## src/shared/uart_irq_pkg.sv

```systemverilog
// package for the dual serial interrupt control block
// functional notes list, register offsets, field positions, reset values
// assumes a byte-wide register port clocked by sys_clk at 10 MHz
//
// Functional notes
// - read 0E starts counter, no data driven
// - write 0E sets output bits where one
// - output pins drive inverse of bits
// - irq_n can fire on any event
// - status 05 read, mask 05 write, masked 02
// - status bit layout fixed, seven down to zero
// - input change sets bit 7, change read clears
// - channel B break change sets, command clears
// - receive-ready mode tracks FIFO not empty
// - FIFO-full mode sets on fill only
// - bit 4 mirrors channel B transmit ready
// - transmit ready follows enable, disabled writes dropped
// - timer mode sets once per square wave
// - counter mode sets at zero, stop halts
// - channel A bits behave like channel B
// - masked status is status AND mask
// - mask one enables, FF enables all
`default_nettype none

package uart_irq_pkg;

    // =========================================================
    // register offsets
    localparam logic [3:0] ADDR_MASKED_STATUS = 4'h2;
    localparam logic [3:0] ADDR_STATUS_MASK = 4'h5;
    localparam logic [3:0] ADDR_VECTOR = 4'hC;
    localparam logic [3:0] ADDR_COMMAND_PORT = 4'hE;
    localparam logic [3:0] ADDR_PIN_SELECT = 4'hD;
    localparam logic [3:0] ADDR_EVT_ENABLE = 4'h8;
    localparam logic [3:0] ADDR_EVT_CLEAR = 4'h9;
    localparam logic [3:0] ADDR_EVT_STATUS = 4'hA;

    // =========================================================
    // status bit positions
    localparam int BIT_TX_A = 0;
    localparam int BIT_RX_A = 1;
    localparam int BIT_BRK_A = 2;
    localparam int BIT_COUNTER = 3;
    localparam int BIT_TX_B = 4;
    localparam int BIT_RX_B = 5;
    localparam int BIT_BRK_B = 6;
    localparam int BIT_INPUT = 7;

    // =========================================================
    // reset values
    localparam logic [7:0] RESET_MASK = 8'h00;
    localparam logic [7:0] RESET_VECTOR = 8'h0F;
    localparam logic [7:0] RESET_OUTPUT = 8'h00;
    localparam logic [3:0] RESET_PIN_SELECT = 4'h0;
    localparam logic [2:0] RESET_EVT = 3'h0;

    // counter state
    typedef enum logic [1:0] {CT_IDLE, CT_RUN, CT_DONE} counter_state_t;

endpackage : uart_irq_pkg

`default_nettype wire

```

## src/core/rx_flag_cell.sv

```systemverilog
// one receive-ready or FIFO-full status cell for one channel
// assumes fifo level and event strobes come from the channel receiver
`default_nettype none

module rx_flag_cell
    import uart_irq_pkg::*;
(
    input wire logic sys_clk,
    input wire logic rst,
    input wire logic fullMode,
    input wire logic loadStrobe,
    input wire logic fifoFull,
    input wire logic fifoNotEmpty,
    input wire logic popStrobe,
    output logic flag
);

    // =========================================================
    // set and clear terms
    wire logic setReady;
    wire logic setFull;
    wire logic next_flag;

    assign setReady = !fullMode && (loadStrobe || (popStrobe && fifoNotEmpty));
    assign setFull = fullMode && loadStrobe && fifoFull;
    // set wins over the pop clear
    assign next_flag = (setReady || setFull) ? 1'b1 : (popStrobe ? 1'b0 : flag);

    // flag register
    always_ff @(posedge sys_clk)
    begin
        if (rst)
            flag <= 1'b0;
        else
            flag <= next_flag;
    end

    // =========================================================
    // checks
    pop_clears_a: assert property (@(posedge sys_clk) disable iff (rst)
        popStrobe && !loadStrobe && !(fifoNotEmpty && !fullMode) |=> !flag)
        else $error("receive flag not cleared by pop");
    full_sets_a: assert property (@(posedge sys_clk) disable iff (rst)
        fullMode && loadStrobe && fifoFull |=> flag)
        else $error("fifo full flag not set");

endmodule // rx_flag_cell

`default_nettype wire

```

## src/core/uart_irq_ctrl.sv

```systemverilog
// interrupt control and address-triggered commands of a dual serial block
// assumes a single-cycle register port and event strobes from the channels
`default_nettype none

module uart_irq_ctrl
    import uart_irq_pkg::*;
(
    input wire logic sys_clk,
    input wire logic rst,
    // register port
    input wire logic [3:0] regAddr,
    input wire logic [7:0] regWrData,
    input wire logic regWrite,
    input wire logic regRead,
    output logic [7:0] regRdData,
    // input pins 0 to 3
    input wire logic [3:0] inputPins,
    // channel A events
    input wire logic breakEdgeA,
    input wire logic resetBreakA,
    input wire logic rxFullModeA,
    input wire logic rxLoadA,
    input wire logic rxFifoFullA,
    input wire logic rxNotEmptyA,
    input wire logic rxPopA,
    input wire logic txEnableA,
    input wire logic txHoldWriteA,
    input wire logic txShiftLoadA,
    // channel B events
    input wire logic breakEdgeB,
    input wire logic resetBreakB,
    input wire logic rxFullModeB,
    input wire logic rxLoadB,
    input wire logic rxFifoFullB,
    input wire logic rxNotEmptyB,
    input wire logic rxPopB,
    input wire logic txEnableB,
    input wire logic txHoldWriteB,
    input wire logic txShiftLoadB,
    // counter/timer
    input wire logic timerMode,
    input wire logic counterZero,
    input wire logic squareWaveCycle,
    input wire logic stopCounter,
    input wire logic readInputChange,
    output logic counterRun,
    output logic counterStart,
    // pins and interrupts
    output logic [7:0] outputPins,
    output logic irq_n,
    output logic eventIrq,
    output logic txAcceptA,
    output logic txAcceptB
);

    // =========================================================
    // address decode
    wire logic rdStatus;
    wire logic wrMask;
    wire logic rdMasked;
    wire logic rdVector;
    wire logic wrVector;
    wire logic rdCommand;
    wire logic wrCommand;
    wire logic rdPinSel;
    wire logic wrPinSel;
    wire logic wrEvtEnable;
    wire logic wrEvtClear;
    wire logic rdEvtStatus;
    wire logic rdEvtEnable;

    assign rdStatus = regRead && regAddr == ADDR_STATUS_MASK;
    assign wrMask = regWrite && regAddr == ADDR_STATUS_MASK;
    assign rdMasked = regRead && regAddr == ADDR_MASKED_STATUS;
    assign rdVector = regRead && regAddr == ADDR_VECTOR;
    assign wrVector = regWrite && regAddr == ADDR_VECTOR;
    assign rdCommand = regRead && regAddr == ADDR_COMMAND_PORT;
    assign wrCommand = regWrite && regAddr == ADDR_COMMAND_PORT;
    assign rdPinSel = regRead && regAddr == ADDR_PIN_SELECT;
    assign wrPinSel = regWrite && regAddr == ADDR_PIN_SELECT;
    assign wrEvtEnable = regWrite && regAddr == ADDR_EVT_ENABLE;
    assign wrEvtClear = regWrite && regAddr == ADDR_EVT_CLEAR;
    assign rdEvtStatus = regRead && regAddr == ADDR_EVT_STATUS;
    assign rdEvtEnable = regRead && regAddr == ADDR_EVT_ENABLE;

    // =========================================================
    // software registers
    logic [7:0] interrupt_mask;
    logic [7:0] interrupt_vector;
    logic [7:0] output_port_bits;
    logic [3:0] auxiliary_control;

    // mask, vector, pin select and set-only output bits
    always_ff @(posedge sys_clk)
    begin
        if (rst)
        begin
            interrupt_mask <= RESET_MASK;
            interrupt_vector <= RESET_VECTOR;
            output_port_bits <= RESET_OUTPUT;
            auxiliary_control <= RESET_PIN_SELECT;
        end
        else
        begin
            if (wrMask)
                interrupt_mask <= regWrData;
            if (wrVector)
                interrupt_vector <= regWrData;
            if (wrCommand)
                output_port_bits <= output_port_bits | regWrData;
            if (wrPinSel)
                auxiliary_control <= regWrData[3:0];
        end
    end

    assign outputPins = ~output_port_bits;

    // =========================================================
    // input change detection on selected pins
    logic [3:0] pinsLast;
    logic inputChange;
    wire logic pinEdge;

    assign pinEdge = |((inputPins ^ pinsLast) & auxiliary_control);

    always_ff @(posedge sys_clk)
    begin
        if (rst)
        begin
            pinsLast <= 4'h0;
            inputChange <= 1'b0;
        end
        else
        begin
            pinsLast <= inputPins;
            if (pinEdge)
                inputChange <= 1'b1;
            else if (readInputChange)
                inputChange <= 1'b0;
        end
    end

    // =========================================================
    // break change flags
    logic breakFlagA;
    logic breakFlagB;

    always_ff @(posedge sys_clk)
    begin
        if (rst)
        begin
            breakFlagA <= 1'b0;
            breakFlagB <= 1'b0;
        end
        else
        begin
            breakFlagA <= breakEdgeA || (breakFlagA && !resetBreakA);
            breakFlagB <= breakEdgeB || (breakFlagB && !resetBreakB);
        end
    end

    // =========================================================
    // receive flags, one cell per channel
    logic rxFlagA;
    logic rxFlagB;

    rx_flag_cell rxCellA (
        .sys_clk(sys_clk),
        .rst(rst),
        .fullMode(rxFullModeA),
        .loadStrobe(rxLoadA),
        .fifoFull(rxFifoFullA),
        .fifoNotEmpty(rxNotEmptyA),
        .popStrobe(rxPopA),
        .flag(rxFlagA)
    );
    rx_flag_cell rxCellB (
        .sys_clk(sys_clk),
        .rst(rst),
        .fullMode(rxFullModeB),
        .loadStrobe(rxLoadB),
        .fifoFull(rxFifoFullB),
        .fifoNotEmpty(rxNotEmptyB),
        .popStrobe(rxPopB),
        .flag(rxFlagB)
    );

    // =========================================================
    // transmit ready flags
    logic txReadyA;
    logic txReadyB;
    logic txEnLastA;
    logic txEnLastB;

    // holding writes count only while enabled
    assign txAcceptA = txHoldWriteA && txEnableA;
    assign txAcceptB = txHoldWriteB && txEnableB;

    always_ff @(posedge sys_clk)
    begin
        if (rst)
        begin
            txReadyA <= 1'b0;
            txReadyB <= 1'b0;
            txEnLastA <= 1'b0;
            txEnLastB <= 1'b0;
        end
        else
        begin
            txEnLastA <= txEnableA;
            txEnLastB <= txEnableB;
            if (!txEnableA)
                txReadyA <= 1'b0;
            else if (!txEnLastA || txShiftLoadA)
                txReadyA <= 1'b1;
            else if (txAcceptA)
                txReadyA <= 1'b0;
            if (!txEnableB)
                txReadyB <= 1'b0;
            else if (!txEnLastB || txShiftLoadB)
                txReadyB <= 1'b1;
            else if (txAcceptB)
                txReadyB <= 1'b0;
        end
    end

    // =========================================================
    // counter ready and counter run control
    counter_state_t ctState;
    logic counterReady;
    wire logic ctSet;

    assign ctSet = timerMode ? squareWaveCycle : (counterRun && counterZero);
    assign counterStart = rdCommand;
    assign counterRun = (ctState == CT_RUN);

    always_ff @(posedge sys_clk)
    begin
        if (rst)
            counterReady <= 1'b0;
        else if (ctSet)
            counterReady <= 1'b1;
        else if (stopCounter)
            counterReady <= 1'b0;
    end

    // counter halts on stop only in counter mode
    always_ff @(posedge sys_clk)
    begin
        if (rst)
            ctState <= CT_IDLE;
        else
        begin
            unique case (ctState)
                CT_IDLE: if (rdCommand) ctState <= CT_RUN;
                CT_RUN: if (stopCounter && !timerMode) ctState <= CT_DONE;
                CT_DONE: ctState <= rdCommand ? CT_RUN : CT_IDLE;
                default: ctState <= CT_IDLE;
            endcase
        end
    end

    // =========================================================
    // status, masked status, interrupt
    wire logic [7:0] interrupt_status;
    wire logic [7:0] masked_interrupt_status;

    assign interrupt_status = {inputChange, breakFlagB, rxFlagB, txReadyB,
        counterReady, breakFlagA, rxFlagA, txReadyA};
    assign masked_interrupt_status = interrupt_status & interrupt_mask;
    assign irq_n = ~|masked_interrupt_status;

    // =========================================================
    // local event interrupt: status, enable, write-one clear
    logic [2:0] evtStatus;
    logic [2:0] evtEnable;
    logic irqLast;
    wire logic [2:0] evtSet;

    assign evtSet = {stopCounter, ~irq_n & irqLast, wrCommand};
    assign eventIrq = |(evtStatus & evtEnable);

    always_ff @(posedge sys_clk)
    begin
        if (rst)
        begin
            evtStatus <= RESET_EVT;
            evtEnable <= RESET_EVT;
            irqLast <= 1'b1;
        end
        else
        begin
            irqLast <= irq_n;
            evtStatus <= evtSet | (evtStatus & ~(wrEvtClear ? regWrData[2:0] : 3'h0));
            if (wrEvtEnable)
                evtEnable <= regWrData[2:0];
        end
    end

    // =========================================================
    // read data, one cycle after the strobe
    wire logic [7:0] rdMux;

    assign rdMux = rdStatus ? interrupt_status :
        rdMasked ? masked_interrupt_status :
        rdVector ? interrupt_vector :
        rdPinSel ? {4'h0, auxiliary_control} :
        rdEvtStatus ? {5'h00, evtStatus} :
        rdEvtEnable ? {5'h00, evtEnable} : 8'h00;

    always_ff @(posedge sys_clk)
    begin
        if (rst)
            regRdData <= 8'h00;
        else
            regRdData <= regRead ? rdMux : 8'h00;
    end

    // =========================================================
    // checks
    cmd_read_quiet_a: assert property (@(posedge sys_clk) disable iff (rst)
        rdCommand |=> regRdData == 8'h00)
        else $error("command read drove data");
    set_bits_a: assert property (@(posedge sys_clk) disable iff (rst)
        wrCommand |=> output_port_bits == ($past(output_port_bits) | $past(regWrData)))
        else $error("output bits not or-set");
    pins_inverse_a: assert property (@(posedge sys_clk) disable iff (rst)
        outputPins == ~output_port_bits)
        else $error("output pins not inverted");
    irq_follow_a: assert property (@(posedge sys_clk) disable iff (rst)
        (masked_interrupt_status != 8'h00) == !irq_n)
        else $error("irq_n wrong for masked status");
    status_read_a: assert property (@(posedge sys_clk) disable iff (rst)
        rdStatus |=> regRdData == $past(interrupt_status))
        else $error("status read wrong");
    masked_read_a: assert property (@(posedge sys_clk) disable iff (rst)
        rdMasked |=> regRdData == $past(interrupt_status & interrupt_mask))
        else $error("masked read wrong");
    input_change_a: assert property (@(posedge sys_clk) disable iff (rst)
        pinEdge |=> interrupt_status[BIT_INPUT])
        else $error("input change not flagged");
    break_b_hold_a: assert property (@(posedge sys_clk) disable iff (rst)
        breakFlagB && !resetBreakB |=> breakFlagB)
        else $error("break flag dropped");
    tx_write_a: assert property (@(posedge sys_clk) disable iff (rst)
        txReadyB && txAcceptB && txEnLastB && !txShiftLoadB |=> !txReadyB)
        else $error("tx ready not cleared");
    timer_keep_a: assert property (@(posedge sys_clk) disable iff (rst)
        counterRun && timerMode && stopCounter |=> counterRun)
        else $error("timer halted by stop");
    ct_set_a: assert property (@(posedge sys_clk) disable iff (rst)
        ctSet |=> counterReady)
        else $error("counter ready not set");
    mask_all_a: assert property (@(posedge sys_clk) disable iff (rst)
        wrMask && regWrData == 8'hFF |=> interrupt_mask == 8'hFF)
        else $error("mask not written");

    irq_cov: cover property (@(posedge sys_clk) disable iff (rst) $fell(irq_n));
    start_cov: cover property (@(posedge sys_clk) disable iff (rst) rdCommand ##1 counterRun);
    setbits_cov: cover property (@(posedge sys_clk) disable iff (rst) wrCommand);
    masked_cov: cover property (@(posedge sys_clk) disable iff (rst) rdMasked && !irq_n);

endmodule // uart_irq_ctrl

`default_nettype wire

```

## config.mk

```make
export PLATFORM = sky130hd
export DESIGN_NAME = uart_irq_ctrl
export DESIGN_NICKNAME = d
export VERILOG_FILES = /design/src/shared/uart_irq_pkg.sv /design/src/core/rx_flag_cell.sv /design/src/core/uart_irq_ctrl.sv
export SDC_FILE = /design/constraint.sdc
export NUM_CORES = 1
export LEC_CHECK = 0
export BUFFER_PORTS_ARGS = -buffer_cell sky130_fd_sc_hd__buf_2
export CAP_MARGIN = 25
export CORE_ASPECT_RATIO = 0.6
export CORE_UTILIZATION = 52
export DETAILED_ROUTE_END_ITERATION = 8
export GPL_ROUTABILITY_DRIVEN = 1
export GPL_TIMING_DRIVEN = 0
export PLACE_DENSITY = 0.89
export SETUP_SLACK_MARGIN = 0.2
export SLEW_MARGIN = 25
export SYNTH_ARGS = -nofsm -noshare
export SYNTH_HDL_FRONTEND = slang
export SYNTH_HIERARCHICAL = 1
export SYNTH_SLANG_ARGS = --single-unit
```

## constraint.sdc

```tcl
create_clock -name sys_clk -period 1.2 [get_ports sys_clk]
set_input_delay 0 -clock sys_clk [delete_from_list [all_inputs] [get_ports sys_clk]]
set_output_delay 0 -clock sys_clk [all_outputs]
set_load 0.02 [all_outputs]
```

==> results.py <==
metrics = {
    "detailed_routing": {
        "final_antenna_net_count": 0,
        "wl_per_cell_um": 19.25,
        "finalWirelength_um": 9565,
        "detail_route.vias_per_cell": 5.982,
        "via_count": 2973,
        "drt_pass1_iterations": 8,
        "drt_iter0_markers": 582,
        "post-route-drc-count": 0,
    },
    "global_routing": {
        "grt_overflow": 0,
        "grt_first_pass_wirelength_um": 13880,
        "grt_util_all_layers_pct": 35.89,
        "grt_antenna_before_repair": 0,
        "number_of_global_route_vias_before_repair": 2705,
        "largest_net_degree_at_the_start_of_global_routing": 11,
    },
    "clock_network": {
        "cts_root_buf": "sky130_fd_sc_hd__clkbuf_8",
        "clock_tree.htree_level_count": 3,
        "clk_latency_ns": 0.35,
        "cts.sinks": 59,
        "tritoncts.num_buffers": 9,
        "tritoncts": "built",
        "ctsLongestPathBuffers": 2,
        "cts.reportedPaths.clkPinSlew_ns": 0.07,
    },
    "synthesis": {
        "synth.top_cells.by_area": "sky130_fd_sc_hd__dfxtp_1, sky130_fd_sc_hd__a21oi_1, sky130_fd_sc_hd__nand2_1",
        "synthCells": 307,
        "dominantRegCellSynth": "sky130_fd_sc_hd__dfxtp_1",
        "synthesis.area_per_instance_um2": 8.453,
        "netlist-cell-type-count": 38,
        "area_fraction_of_the_dominant_cell_type_after_synthesis_pct": 45.52,
        "postSynthNetCount": 352,
        "synthArstFlopShare_pct": 0,
        "post_synth_instance_area_um2": 2595,
        "synth-edff-count": 0,
        "synth_sequential_area_ratio_pct": 45.52,
        "warnings_from_yosys": 6,
        "synth.largest_area_cell": "sky130_fd_sc_hd__dfxtp_1",
        "postSynthRegisterBits": 59,
    },
    "critical_path": {
        "worst_setup_path_end_kind": "output port",
        "crit_start": "counterReady",
        "worst_path_max_delay_cell": "sky130_fd_sc_hd__dfxtp_2",
        "critPathRequiredTime_ns": 1.20,
        "critical_path_arrival_ns": 1.25,
        "worstPathCellList": "a22oi_2 -> nand2_2 -> nor2_4 -> buf_6",
        "timing.setup.critical_path_class": "flip-flop to output port",
        "critical_path.max_fanout": 2,
        "cp_slowest_stage_delay_ns": 0.34,
        "crit_path_leading_delay_family": "flip-flops",
        "critical_path_buf_inv_count": 1,
        "worst_setup_path_start_kind": "flip-flop",
        "r2r_start": "rxCellB/flag",
    },
    "sta": {
        "fmax_mhz": 802.2,
        "setup_failing_eps_final": 4,
        "post-route-period-util_pct": 103.9,
        "slew-limit-headroom_pct": 66.19,
        "clock_skew_ns": 0.01121,
        "timing.final.hold_violations": 0,
        "maxSlewViolCount": 0,
        "worst-slew-pin-transition_ns": 0.5071,
        "grt_setup_unrepaired": "true",
        "minimum_period_implied_by_the_final_worst_setup_slack_ns": 1.247,
        "setup_slack_ns": -0.04657,
    },
    "power": {
        "power.share.switching_pct": 25.92,
        "static-leakage-power_uw": 0.001556,
        "sequentialPowerShare_pct": 46.2,
        "power.switching_uw": 1148,
        "internal_power_uw": 3281,
        "power.clock.fraction_pct": 40.8,
        "cellPowerDensity_nw_per_um2": 1176,
        "pwr-share-comb_pct": 13.0,
        "vdd_drop_max_mv": 0.8720,
        "design_power_total_uw": 4430,
    },
    "place": {
        "dp.final_hpwl_um": 5060,
        "dp_slack_ns": -0.1209,
        "io_buffers": 64,
        "gp_congestion": 0.8919,
    },
    "floorplanning": {
        "die_w_um": 93.20,
        "num_rows": 19,
        "initial_core_util_pct": 55.41,
        "core_area_um2": 4683,
        "die-area_um2": 5286,
        "die_h_um": 56.72,
        "ioPinCount": 67,
    },
    "run": {
        "cap_viol_max_count": 0,
    },
    "min_path": {
        "min-delay-path-class": "input port to flip-flop",
        "hold_sp": "rxPopA",
    },
    "run_status": {
        "status": "complete, but fails checks",
        "failing_checks": "negative setup slack",
    },
    "finish": {
        "mostFrequentLayoutCells": "sky130_fd_sc_hd__buf_2, sky130_fd_sc_hd__a21oi_1, sky130_fd_sc_hd__dfxtp_1",
        "diodes": 0,
        "layout.cells.most_common": "sky130_fd_sc_hd__buf_2",
        "num-fill-cells": 304,
        "ratio_of_cells_with_drive_above_1_in_the_final_layout_pct": 33.64,
        "nets": 474,
        "area.growth.synth_to_final_pct": 45.18,
    },
}
-- sequential cells by signal, indices dropped and copies added (netlist names) --
signal	cells
interrupt_mask	8
interrupt_vector	8
output_port_bits	8
regRdData	8
auxiliary_control	4
pinsLast	4
evtEnable	3
evtStatus	3
ctState	2
breakFlagA	1
breakFlagB	1
counterReady	1
inputChange	1
irqLast	1
rxCellA/flag	1
rxCellB/flag	1
txEnLastA	1
txEnLastB	1
txReadyA	1
txReadyB	1
-- tightest hold or removal path, delay by kind of cell --
family | cells | cell delay [ns]
buffers and inverters | 2 | 0.17
AOI/OAI and AO/OA | 2 | 0.21
-- per-layer routing --
metal	global-route usage (%)	up-vias	routed length, um
met2	56.41	239	4238
met3	9.350	59	1028
li1	-	1302	-
met5	0	-	0
met1	44.95	1373	3824
met4	19.78	0	473
-- cells by family after synthesis --
logic type | synth area share, %
simple gates | 26.90
compound gates | 18.80
flops | 45.52
buf+inv | 5.496
mux | 1.929
xor+xnor | 1.350
-- timing repair --
item,in CTS,in global routing
buffers inserted,12,3
hold buffers,32,0
endpoints found under the hold margin,42,0
gates resized for setup,34,24
endpoints found under the setup margin,8,23
pin swaps,11,12
-- Yosys cell counts, drive strengths merged, types with 2 or more instances --
cell type,count
dfxtp,59
nand2b,4
o31a,5
o21ai,4
a21o,4
or2,3
o211ai,4
nor2,25
xor2,4
a311oi,3
a222oi,2
a21oi,51
nor3b,4
and2b,2
nand2,38
nor2b,12
buf,6
mux2i,5
clkbuf,10
and2,3
nand3b,11
nand3,19
inv,16
a22oi,6
-- final cells by class --
class                   count  area (um^2)  area share (%)
plain buffers              16        96.34           2.557
multi-input cells         216         1348           35.77
repair buffers            111        772.0           20.49
inverters                  16        60.06           1.594
clock buffers              11        141.4           3.753
clock inverters             5        52.55           1.395
well taps                  63        78.83           2.092
flip-flops and latches     59         1219           32.35
-- final timing paths --
kind | end | slack, ns | depth (start not counted)
worst max register to register | evtStatus[1] | -0.02 | 4
worst min-delay path | rxCellA/flag | 0.08 | 4
worst max-delay path | irq_n | -0.05 | 4
worst min register to register | output_port_bits[5] | 0.49 | 2
-- power by group through the flow --
| stage | logic, uW | clock network [uW] | registers, uW |
|---|---|---|---|
| after floorplan | 233 | 0 | 2080 |
| after global placement | 390 | 0 | 2090 |
| after detailed placement | 405 | 0 | 2090 |
| after CTS | 519 | 1790 | 2040 |
| after global routing | 605 | 1890 | 2050 |
| final | 576 | 1810 | 2050 |
-- per-stage QoR --
step	TNS, ns	instance area, um^2	util (%)	hold WS [ns]	cells
detailed placement	-1.628	3005	64.17	0.2093	434
CTS	-0.07386	3684	78.65	0.01305	494
finish	-0.1086	3767	80.44	0.07577	497
global route	-0.1594	3767	80.44	0.09414	497
global placement	-1.168	3005	64.17	0.2065	434
floorplan	0	2606	-	0.06907	307
Power figures use the tool's default switching activity.
